### config.mk
export PLATFORM = sky130hd
export DESIGN_NAME = aacc_ctrl
export DESIGN_NICKNAME = d
export VERILOG_FILES = /design/src/common/aacc_pkg.sv /design/src/hdl/aacc_clk_div.sv /design/src/hdl/aacc_ctrl.sv
export SDC_FILE = /design/constraint.sdc
export NUM_CORES = 1
export LEC_CHECK = 0
export BUFFER_PORTS_ARGS = -buffer_cell sky130_fd_sc_hd__buf_4
export CAP_MARGIN = 40
export CORE_MARGIN = 2
export CORE_UTILIZATION = 36
export DETAILED_ROUTE_END_ITERATION = 8
export GPL_TIMING_DRIVEN = 0
export PLACE_DENSITY = 0.54
export SYNTH_ARGS = -nofsm -noshare
export SYNTH_HDL_FRONTEND = slang
export SYNTH_SLANG_ARGS = --single-unit
### constraint.sdc
create_clock -name clk -period 9.43 [get_ports clk]
set_clock_uncertainty 0.15 [all_clocks]
set_input_delay 1.4145 -clock clk [delete_from_list [all_inputs] [get_ports clk]]
set_output_delay 1.4145 -clock clk [all_outputs]
set_load 0.02 [all_outputs]
### src/common/aacc_pkg.sv
// constants and types for the aux converter control block
package aacc_pkg;
	// serial frame
	localparam int FRAME_BITS = 16;
	localparam logic [3:0] MODE_ADDR = 4'h7;
	localparam int ADDR_MSB = 15;
	localparam int ADDR_LSB = 12;
	localparam int DATA_MSB = 11;
	// dac frame: 4-bit address nibble, 12-bit code (reuses address nibbles 4'h1..4'h3)
	localparam logic [3:0] DAC_ADDR_A = 4'h1;
	localparam logic [3:0] DAC_ADDR_B = 4'h2;
	localparam logic [3:0] DAC_ADDR_C = 4'h3;
	localparam logic [3:0] PWR_ADDR = 4'h4;
	// mode register fields
	localparam int MODE_W = 11;
	localparam int F_START = 0;
	localparam int F_REF = 1;
	localparam int F_INSEL_LO = 2;
	localparam int F_AVG_LO = 4;
	localparam int F_DIV_LO = 7;
	localparam int F_READBACK = 10;
	localparam logic [10:0] MODE_RST = 11'h000;
	// conversion sequence
	localparam logic [3:0] EDGES_PER_CONV = 4'hc;
	localparam logic [3:0] SAMPLE_EDGE = 4'h0;
	localparam logic [3:0] LOAD_EDGE = 4'hb;
	localparam logic [2:0] AVG_CODE_MAX = 3'h5;
	localparam int RESULT_W = 10;
	localparam int SUM_W = 15;
	// dac presets
	localparam int DAC_W = 12;
	localparam logic [11:0] DAC_FREQ_PRESET = 12'h1dd;
	localparam logic [11:0] DAC_ZERO = 12'h000;
	// power states
	typedef enum logic [1:0] {
		AACC_PWR_ACTIVE = 2'b00,
		AACC_PWR_IDLE = 2'b01,
		AACC_PWR_STANDBY = 2'b10,
		AACC_PWR_OFF = 2'b11
	} aacc_pwr_e;
	// conversion states
	typedef enum logic [1:0] {
		AACC_IDLE = 2'b00,
		AACC_BUSY = 2'b01,
		AACC_HOLD = 2'b10
	} aacc_conv_e;
endpackage

### src/hdl/aacc_clk_div.sv
// programmable power-of-two divider producing one-cycle conversion enables
`timescale 1ns/1ps
module aacc_clk_div import aacc_pkg::*; #(
	parameter int CODE_W = 3
) (
	input wire logic clk,
	input wire logic rst_b,
	input wire logic run,
	input wire logic [CODE_W-1:0] div_code,
	output logic tick
);
	localparam int CNT_W = (1 << CODE_W) - 1;
	logic [CNT_W-1:0] cnt_q;
	logic [CNT_W-1:0] limit;

	// divisor minus one, 2**code
	assign limit = CNT_W'((1 << div_code) - 1);

	// count only while converting so each conversion starts phase-aligned
	always_ff @(posedge clk or negedge rst_b) begin
		if (!rst_b) begin
			cnt_q <= '0;
			tick <= 1'b0;
		end else if (!run) begin
			cnt_q <= '0;
			tick <= 1'b0;
		end else if (cnt_q >= limit) begin
			cnt_q <= '0;
			tick <= 1'b1;
		end else begin
			cnt_q <= cnt_q + 1'b1;
			tick <= 1'b0;
		end
	end
endmodule // aacc_clk_div

### src/hdl/aacc_ctrl.sv
// aux adc sequencing, mode register, serial command port and aux dac codes
`timescale 1ns/1ps
////////////////////////////////////////////////////////////////////////////////
// Functional notes
// - with the clock stopped all registers, modes and dac outputs hold.
// - aux dac writes accepted in any power state, only while the system clock runs.
// - at reset gain dacs read zero, frequency dac its preset code.
// - power-off forces dac outputs zero; leaving it restores stored codes.
// - standby and idle keep dac outputs at last programmed value.
// - start bit begins a conversion, self-clears at completion, resets zero.
// - start bit writes during a running conversion are ignored.
// - reference select: 0 internal bandgap, 1 analog supply.
// - input select 00 ext a, 01 ext b, 10 half supply, 11 half io.
// - averaging codes give 1,2,4,8,16,32; codes 11x give 32.
// - conversion clock is system clock divided by two to the code.
// - result drives serial output only with readback enable set.
// - one conversion is twelve conversion-clock edges.
// - each averaged conversion also takes twelve edges.
// - sixteen-bit msb-first frames, latched when select rises.
// - serial output high while busy, low once result loaded.
// - no new conversion until previous result shifted out.
module aacc_ctrl import aacc_pkg::*; #(
	parameter int DIV_CODE_W = 3
) (
	input wire logic clk,
	input wire logic rst_b,
	input wire logic sclk,
	input wire logic sdi,
	input wire logic cs_b,
	output logic sdo,
	output logic sdo_oe,
	input wire logic [RESULT_W-1:0] adc_bit_in,
	output logic [1:0] input_select,
	output logic reference_select,
	output logic adc_sample,
	output logic [DAC_W-1:0] frequency_control_dac,
	output logic [DAC_W-1:0] gain_control_dac_a,
	output logic [DAC_W-1:0] gain_control_dac_b,
	output logic [1:0] power_state,
	output logic conv_busy
);
	logic [MODE_W-1:0] mode_q;
	logic [FRAME_BITS-1:0] shift_q;
	logic [4:0] bitcnt_q;
	logic sclk_q, cs_q;
	logic sclk_rise, sclk_fall, cs_rise, cs_fall;
	logic frame_ok, wr_mode, wr_start;
	logic [DAC_W-1:0] dac_a_q, dac_b_q, dac_c_q;
	aacc_pwr_e pwr_q;
	aacc_conv_e st_q;
	logic [3:0] edge_q;
	logic [5:0] nconv_q, nconv_target;
	logic [SUM_W-1:0] sum_q;
	logic [RESULT_W-1:0] result_q;
	logic [FRAME_BITS-1:0] out_q;
	logic tick;
	logic [2:0] avg_code;
	logic unread_q;
	logic reading_q;

	////////////////////////////////////////////////////////////////////////////
	// serial port; pins are taken as synchronous, so edges come from one stage
	always_ff @(posedge clk or negedge rst_b) begin
		if (!rst_b) begin
			sclk_q <= 1'b0;
			cs_q <= 1'b1;
		end else begin
			sclk_q <= sclk;
			cs_q <= cs_b;
		end
	end
	assign sclk_rise = sclk && !sclk_q;
	assign sclk_fall = !sclk && sclk_q;
	assign cs_rise = cs_b && !cs_q;
	assign cs_fall = !cs_b && cs_q;

	// shift in msb first while selected
	always_ff @(posedge clk or negedge rst_b) begin
		if (!rst_b) begin
			shift_q <= '0;
			bitcnt_q <= '0;
		end else if (cs_fall) begin
			bitcnt_q <= '0;
		end else if (!cs_b && sclk_rise) begin
			shift_q <= {shift_q[FRAME_BITS-2:0], sdi};
			if (bitcnt_q != 5'(FRAME_BITS))
				bitcnt_q <= bitcnt_q + 1'b1;
		end
	end
	// short frames are dropped rather than half-applied; overlong frames apply their last sixteen bits
	assign frame_ok = cs_rise && (bitcnt_q == 5'(FRAME_BITS));
	assign wr_mode = frame_ok && (shift_q[ADDR_MSB:ADDR_LSB] == MODE_ADDR);
	assign wr_start = wr_mode && shift_q[F_START];

	////////////////////////////////////////////////////////////////////////////
	// mode register; start bit is owned by the sequencer while running
	always_ff @(posedge clk or negedge rst_b) begin
		if (!rst_b) begin
			mode_q <= MODE_RST;
		end else if (st_q == AACC_BUSY && edge_q == LOAD_EDGE && tick &&
				nconv_q == nconv_target) begin
			mode_q[F_START] <= 1'b0;
		end else if (wr_mode) begin
			mode_q[MODE_W-1:1] <= shift_q[MODE_W-1:1];
			// refused while busy or while a result waits unread
			if (st_q == AACC_IDLE && !unread_q)
				mode_q[F_START] <= shift_q[F_START];
		end
	end
	assign avg_code = mode_q[F_AVG_LO +: 3];
	// codes 11x saturate at 32 conversions
	assign nconv_target = (avg_code > AVG_CODE_MAX) ? 6'h1f :
		6'((1 << avg_code) - 1);

	// mux and reference steer the analog side from the mode fields through one register stage
	always_ff @(posedge clk or negedge rst_b) begin
		if (!rst_b) begin
			input_select <= 2'b00;
			reference_select <= 1'b0;
		end else begin
			input_select <= mode_q[F_INSEL_LO +: 2];
			reference_select <= mode_q[F_REF];
		end
	end

	aacc_clk_div #(.CODE_W(DIV_CODE_W)) i_aacc_clk_div (
		.clk(clk),
		.rst_b(rst_b),
		.run(st_q == AACC_BUSY),
		.div_code(mode_q[F_DIV_LO +: DIV_CODE_W]),
		.tick(tick)
	);

	////////////////////////////////////////////////////////////////////////////
	// conversion sequencer: 12 edges per conversion, repeated per average
	always_ff @(posedge clk or negedge rst_b) begin
		if (!rst_b) begin
			st_q <= AACC_IDLE;
			edge_q <= SAMPLE_EDGE;
			nconv_q <= '0;
			sum_q <= '0;
			result_q <= '0;
			adc_sample <= 1'b0;
		end else begin
			adc_sample <= 1'b0;
			unique case (st_q)
				AACC_IDLE: begin
					if (wr_start && !unread_q) begin
						st_q <= AACC_BUSY;
						edge_q <= SAMPLE_EDGE;
						nconv_q <= '0;
						sum_q <= '0;
					end
				end
				AACC_BUSY: begin
					if (tick) begin
						adc_sample <= (edge_q == SAMPLE_EDGE);
						if (edge_q == LOAD_EDGE) begin
							edge_q <= SAMPLE_EDGE;
							sum_q <= sum_q + SUM_W'(adc_bit_in);
							if (nconv_q == nconv_target) begin
								// mean by shift; count is a power of two
								result_q <= RESULT_W'((sum_q + SUM_W'(adc_bit_in)) >>
									((avg_code > AVG_CODE_MAX) ? AVG_CODE_MAX : avg_code));
								st_q <= AACC_HOLD;
							end else begin
								nconv_q <= nconv_q + 1'b1;
							end
						end else begin
							edge_q <= edge_q + 1'b1;
						end
					end
				end
				AACC_HOLD: begin
					st_q <= AACC_IDLE;
				end
				default: st_q <= AACC_IDLE;
			endcase
		end
	end
	////////////////////////////////////////////////////////////////////////////
	// result output and busy flag on the serial output
	always_ff @(posedge clk or negedge rst_b) begin
		if (!rst_b) begin
			unread_q <= 1'b0;
			reading_q <= 1'b0;
			out_q <= '0;
			sdo <= 1'b0;
			sdo_oe <= 1'b0;
			conv_busy <= 1'b0;
		end else begin
			conv_busy <= (st_q == AACC_BUSY);
			if (st_q == AACC_HOLD) begin
				unread_q <= 1'b1;
				out_q <= {result_q, {(FRAME_BITS-RESULT_W){result_q[0]}}};
			end else if (cs_fall && unread_q && mode_q[F_READBACK]) begin
				unread_q <= 1'b0;
			end else if (!cs_b && sclk_fall && mode_q[F_READBACK]) begin
				out_q <= {out_q[FRAME_BITS-2:0], out_q[0]}; // last bit held
			end
			// the result is consumed at select fall, so the read needs its own flag
			if (cs_b)
				reading_q <= 1'b0;
			else if (cs_fall && unread_q && mode_q[F_READBACK])
				reading_q <= 1'b1;
			if (st_q == AACC_BUSY) begin
				sdo_oe <= 1'b1;
				sdo <= 1'b1;
			end else if (!cs_b && ((mode_q[F_READBACK] && unread_q) || reading_q)) begin
				sdo_oe <= 1'b1;
				sdo <= out_q[FRAME_BITS-1];
			end else if (unread_q || st_q == AACC_HOLD) begin
				// low from the load edge on; a gap here would look like a new start
				sdo_oe <= 1'b1;
				sdo <= 1'b0;
			end else begin
				sdo_oe <= 1'b0;
				sdo <= 1'b0;
			end
		end
	end

	////////////////////////////////////////////////////////////////////////////
	// aux dac codes and power state; codes survive power-off
	always_ff @(posedge clk or negedge rst_b) begin
		if (!rst_b) begin
			dac_a_q <= DAC_FREQ_PRESET;
			dac_b_q <= DAC_ZERO;
			dac_c_q <= DAC_ZERO;
			pwr_q <= AACC_PWR_ACTIVE;
		end else if (frame_ok) begin
			// taken in any power state, no conversion clock needed
			unique case (shift_q[ADDR_MSB:ADDR_LSB])
				DAC_ADDR_A: dac_a_q <= shift_q[DATA_MSB:0];
				DAC_ADDR_B: dac_b_q <= shift_q[DATA_MSB:0];
				DAC_ADDR_C: dac_c_q <= shift_q[DATA_MSB:0];
				PWR_ADDR: pwr_q <= aacc_pwr_e'(shift_q[1:0]);
				default: ;
			endcase
		end
	end
	// outputs register the held codes; with no clock edge nothing moves
	always_ff @(posedge clk or negedge rst_b) begin
		if (!rst_b) begin
			frequency_control_dac <= DAC_FREQ_PRESET;
			gain_control_dac_a <= DAC_ZERO;
			gain_control_dac_b <= DAC_ZERO;
			power_state <= 2'b00;
		end else begin
			power_state <= pwr_q;
			if (pwr_q == AACC_PWR_OFF) begin
				frequency_control_dac <= DAC_ZERO;
				gain_control_dac_a <= DAC_ZERO;
				gain_control_dac_b <= DAC_ZERO;
			end else begin
				frequency_control_dac <= dac_a_q;
				gain_control_dac_a <= dac_b_q;
				gain_control_dac_b <= dac_c_q;
			end
		end
	end
endmodule // aacc_ctrl

# Yosys cells after proc, flatten, opt, wreduce, memory -nomap -nowiden
# Cells that the tools add are included.
[word_totals] output_inout_bits=45 inputBits=15 elab_cells=152 register_bits=179
[classes] addsub=7 reduce_logical=46 n_eq_ne=18 magnitude_cmp=2 bitwise_logic=2 shifts=3 muxes=44
[ops] cell="2-to-1 mux 16 bit" n=3
[ops] cell="2-to-1 mux 15 bit" n=3
[ops] cell="2-to-1 mux 12 bit" n=3
[ops] cell="2-to-1 mux 6 bit" n=5
[ops] cell="one-hot mux 15 bit (2 select lines)" n=1
[ops] cell="logical AND 1 bit" n=18
[ops] cell="AND reduction 2 bit" n=8
[ops] cell="adder 15 x 10 -> 15 bit" n=1
[ops] cell="2-to-1 mux 5 bit" n=3
[ops] cell=">> shifter 15 x 3 -> 10 bit" n=1
[ops] cell="2-to-1 mux 7 bit" n=2
[ops] cell="2-to-1 mux 1 bit" n=13
[ops] cell="2-to-1 mux 4 bit" n=3
[ops] cell="one-hot mux 6 bit (2 select lines)" n=1
[ops] cell="AND reduction 4 bit" n=3
[ops] cell="nonzero test 2 bit" n=6
[ops] cell="equality test 4 x 2 -> 1 bit, second input constant" n=2
[ops] cell="equality test 4 x 3 -> 1 bit, second input constant" n=2
[ops] cell="2-to-1 mux 2 bit" n=4
[ops] cell="inequality test 2 bit, second input constant" n=4
[ops] cell="one-hot mux 4 bit (2 select lines)" n=1
[ops] cell="adder 7 x 1 -> 7 bit, second input constant" n=1
[ops] cell=">= comparator 7 bit" n=1
[ops] cell="<< shifter 1 x 3 -> 7 bit, first input constant" n=1
[ops] cell="24 further kinds" n=32

# Logic depth before layout (Yosys ltp)
[depth] word_depth=8 ltp_mapped=15 ltp_nobuf=11

# Hierarchy
# A second synthesis with hierarchy kept.
[hier_totals] cells_unflattened=730 hier_area_um2=8305.5
[modules_own_cells] mod="aacc_ctrl" cells_per_inst=675 instances=1 area_per_inst_um2=7781.2
[modules_own_cells] mod="aacc_clk_div" cells_per_inst=55 instances=1 area_per_inst_um2=524.3

# Worst setup path before layout
# No wires, ideal clock.
[synth_timing] path_kind="input port to flip-flop" from="input port adc_bit_in[0]" to="register result_q[9]" path_slack_ps=5734 stages=10 setup_ps=129 t_required_ps=9151 arrival_time_ps=3416 path_cell_list="ha_1 inv_1 fa_1 nor2b_1 o31ai_1 a21o_1 a21boi_0 o31ai_1 a2111oi_2 a21oi_2"
[synth_between] elab_chain_len=2
[synth_lines] element="start: declaration" line="aacc_ctrl.sv:32" text="input wire logic [RESULT_W-1:0] adc_bit_in,"
[synth_lines] element="adder 15 x 10 -> 15 bit" line="aacc_ctrl.sv:163" text="result_q <= RESULT_W'((sum_q + SUM_W'(adc_bit_in)) >>"
[synth_lines] element=">> shifter 15 x 3 -> 10 bit" line="aacc_ctrl.sv:163"
[synth_lines] element="end signal: assignment" line="aacc_ctrl.sv:163"
[synth_lines] element="end: declaration" line="aacc_ctrl.sv:54" text="logic [RESULT_W-1:0] result_q;"
# No other way between the ends.
# A chain may end at the register's enable or synchronous reset.

# Worst setup path after layout
[layout_timing] from="register mode_q[6]" to="register mode_q[8]"
[layout_between] elab_chain_len=7 elab_cells_between_ends=8 cone_classes="add/sub: 1; order compare: 1; eq/ne: 1; shift: 1; mux: 1; bitwise: 1; reduce/logical: 2"
[layout_lines] element="start: declaration" line="aacc_ctrl.sv:42" text="logic [MODE_W-1:0] mode_q;"
[layout_lines] element="start signal: indexed assignment" line="aacc_ctrl.sv:104" text="mode_q[MODE_W-1:1] <= shift_q[MODE_W-1:1];"
[layout_lines] element="start signal: indexed assignment" line="aacc_ctrl.sv:107" text="mode_q[F_START] <= shift_q[F_START];"
[layout_lines] element="<< shifter 1 x 3 -> 6 bit" line="aacc_ctrl.sv:113" text="6'((1 << avg_code) - 1);"
[layout_lines] element="subtractor 6 x 2 -> 6 bit" line="aacc_ctrl.sv:113"
[layout_lines] element="2-to-1 mux 6 bit (*)" line="aacc_ctrl.sv:112" text="assign nconv_target = (avg_code > AVG_CODE_MAX) ? 6'h1f :"
[layout_lines] element="equality test 6 bit (*)" line="aacc_ctrl.sv:101" text="nconv_q == nconv_target) begin"
[layout_lines] element="logical AND 1 bit (*)" line="aacc_ctrl.sv:100" text="end else if (st_q == AACC_BUSY && edge_q == LOAD_EDGE && tick &&"
[layout_lines] element="inverter 1 bit (no source line) (*)"
[layout_lines] element="AND reduction 2 bit (no source line) (*)"
# Every way passes the cells marked *; elsewhere a longest branch is shown, timed or not.

==> summary.txt <==
Run status
  • Outcome: completed

Floorplan
  • Area enclosed by the die boundary: 0.02489 mm2
  • Die Wd: 157.8 um
  • Initial core utilization: 36.48%
  • Ports placed on the boundary: 60
  • Placeable core region: 0.02333 mm2
  • Die span in y: 157.8 um
  • Num rows: 56

Clocking
  • H-tree depth reported by CTS: 4
  • Longest Clk Path Bufs: 2
  • CTS tree: yes
  • Clock-pin slew reported for the worst setup and hold paths after clock tree synthesis: 0.08 ns
  • Hold-fix buffer count after cts: 0
  • Number of CTS-inserted buffers: 17
  • CTS root buf: clkbuf_16
  • Number of buffers inserted to repair setup after CTS: 0
  • Number of sinks on the clock net: 179
  • Clk_lat worst skew: 0.45 ns
  • Gates resized, CTS repair: 0

Logic synthesis
  • Area share of the largest cell type after synthesis: 48.21%
  • Main area contributors after synthesis: dfrtp_1 48%, mux2_2 9.1%, dfstp_2 4.6%
  • Post-synthesis cell type count: 71
  • Number of storage elements in the synthesis netlist: 179
  • Count of flip-flops with a built-in enable after synthesis: 0
  • Net count after synthesis: 789
  • Share of flip-flops with an asynchronous set or reset after synthesis: 100.0%
  • Netlist area before placement: 0.008512 mm2
  • Number of instances in the synthesized netlist: 748
  • Commonest register cell after synthesis: dfrtp_1
  • Cell taking the most area after synthesis: dfrtp_1
  • Share of synthesized area occupied by flip-flops and latches: 52.84%
  • Mean instance size in the synthesized netlist: 11.38 um2
  • Yosys synthesis warning count: 0

GRT
  • Antenna violations before repair: 0
  • Maximum number of pins on one net before global-route repair: 102
  • Wire length of the first global-routing pass: 30.00 mm
  • GRT Util Overall: 15.32%
  • Number of global-route vias before repair: 5,745
  • GR Overflow Total: 0

Timing
  • Normalized max-slew margin: 46.41%
  • Pins Over Slew Limit: 0
  • Highest clock frequency the design can meet: 231.8 MHz
  • Clock period minus final worst setup slack: 4.314 ns
  • Total of endpoints with negative setup slack in the final report: 0
  • RSZ-0062 raised after global routing: no
  • Fin Setup TNS: 0 ns
  • Ratio of final minimum period to clock period: 45.75%
  • Slew @ Worst Pin: 0.8009 ns
  • Final hold vios: 0

Placement
  • HPWL reported at the end of detailed placement: 12.36 mm
  • Buffers on Ports: 59
  • Gp weighted congestion: 0.7928
  • Inst Count DP: 1,127

Run
  • Max Cap Violations: 0

Setup path
  • Worst Setup End Kind: register
  • Cell at the slowest stage of the critical path: a21oi_2
  • Setup Crit Path Kind: register to register
  • Cells along the critical path: buf_4 > buf_2 > a21oi_2 > clkbuf_1 > nand2_1 > ha_1 > or2b_1 > nor2_1 > or3b_4 > a211o_1 > nor3_1 > nor2_2 > mux2_2
  • Delay of the slowest cell on the worst path: 0.51 ns
  • Data required, critical path: 9.60 ns
  • Data arrival time of the critical path: 4.49 ns
  • Critical Path Start Type: register
  • Critical-path maximum fanout: 10

Worst hold path
  • Min-delay worst type: register to register

Final layout
  • Number of filler cells placed in the layout: 2,218
  • Fraction of layout cells with a size suffix above 1: 23.81%
  • Area Overhead vs Synth: 18.01%
  • Count of nets after finishing: 868
  • Post-Layout Cell Count: 1,159
  • Antenna Cells: 0

Power
  • VDD IR max: 0.1188 mV
  • Power per cell area: 163.0 mW/mm2
  • LEAKAGE: 4.724 nW
  • Final Power: 0.001637 W

Drt
  • DRT iter0 DRCs: 349
  • Wire length per cell: 15.36 um
  • Number of search-and-repair iterations in the first detailed-routing pass: 4
  • Detailed-route vias per instance: 4.969
  • Count of unresolved DRC violations after routing: 0
  • Post-DRT Antenna Nets: 0
  • Total Wirelength: 17.80 mm
  • Via count of the routed design: 5,759
layer usage:
metal	up-vias	part of all wire (%)	track usage, %
met5	-	0	0
li1	2830	-	-
met3	17	2.3	2.956
met4	0	1.6	4.632
met2	77	45	23.44
met1	2835	51	22.00
layout by cell type (no fill, tap or decap), types with 10 or more instances in the layout:
master     netlist  routed
nor3_1          12      12
xnor2_1         12      12
nand2b_1        10      10
inv_1           15      15
dfstp_2         15      15
nand3_1         19      19
xor2_1          13      13
and2_1          42      42
nand2_1         60      60
a22o_1          10      10
mux2_2          69      69
mux2i_1         19      19
a21oi_1         27      27
nor2_1          46      46
buf_4            1      59
clkbuf_1        24      24
clkbuf_16        0      17
ha_1            25      25
o21ai_0         34      34
dfrtp_1        164     164
a21o_1          13      13
per-stage QoR:
| step | setup WS [ns] | utilization, % | hold WS, ns | cell area [um2] |
|---|---|---|---|---|
| 2_1_floorplan | 5.734 | - | 0.2001 | 8512 |
| 5_1_grt | 4.844 | 43.05 | 0.2380 | 10040 |
| 3_3_place_gp | 5.204 | 40.09 | 0.2073 | 9354 |
| 4_1_cts | 5.120 | 43.05 | 0.2324 | 10040 |
| 6_report | 5.116 | 43.05 | 0.2281 | 10040 |
| 3_5_place_dp | 5.181 | 40.24 | 0.2125 | 9389 |
state kept, by name (all words and copies together), names as in the netlist, 2 cells and up:
name / cells
out_q: 16
shift_q: 16
sum_q: 15
dac_a_q: 12
dac_b_q: 12
dac_c_q: 12
frequency_control_dac: 12
gain_control_dac_a: 12
gain_control_dac_b: 12
mode_q: 10
result_q: 10
i_aacc_clk_div.cnt_q: 7
nconv_q: 6
bitcnt_q: 5
edge_q: 4
input_select: 2
power_state: 2
pwr_q: 2
st_q: 2
cell families after synthesis:
kind of cell | count (synthesis) | share of synthesized area (%)
DFF | 179 | 52.84
muxes | 92 | 12.47
AOI/OAI and AO/OA | 145 | 11.86
xor gates and xnor gates | 25 | 2.572
and+or+nand+nor | 229 | 13.67
buffers and inverters | 52 | 2.675
adders and majority gates | 26 | 3.910
worst max-delay path, delay by kind of cell (launching register included):
family / cells / cell delay [ns]
simple gates: 6 / 1.52
fa+ha+maj: 1 / 0.27
flops: 1 / 0.37
compound gates: 2 / 0.80
buf+inv: 3 / 0.74
mux: 1 / 0.33
synthesized netlist by cell type (10+ instances only):
master	n
nand3_1	19
ha_1	25
inv_1	15
mux2i_1	19
nand2_1	60
a21o_1	13
mux2_2	69
o21ai_0	34
dfrtp_1	164
and2_1	42
nand2b_1	10
xor2_1	13
nor3_1	12
dfstp_2	15
a22o_1	10
clkbuf_1	24
nor2_1	46
a21oi_1	27
xnor2_1	12
worst paths after layout:
kind | depth (start not counted) | slack [ns] | to | startpoint
hold / removal | 0 | 0.23 | input_select[1] | mode_q[3]
setup / recovery | 13 | 5.12 | mode_q[8] | mode_q[6]
hold reg to reg | 0 | 0.23 | input_select[1] | mode_q[3]
min in group asynchronous | 1 | 0.82 | gain_control_dac_a[3] | rst_b
setup reg to reg | 13 | 5.12 | mode_q[8] | mode_q[6]
max in group asynchronous | 2 | 7.42 | cs_q | rst_b
report_power, final:
part	total (W)	switching (W)	leakage, nW	internal [W]
Combinational	0.0000752	0.0000434	2.12	0.0000319
Clock	0.000763	0.000386	0.314	0.000377
Sequential	0.000799	0.0000206	2.29	0.000779
area by class of cell:
type                       count  area, um2  area share (%)
sequential                   179       4498           44.78
multi-input combinational    517       3786           37.69
timing repair buffer          60      478.0           4.758
clock buffer                  17      425.4           4.235
tap                          319      399.1           3.974
clock inverter                15      230.2           2.292
buffer                        35      158.9           1.582
inverter                      17      68.82          0.6851
Power figures use the tool's default switching activity.
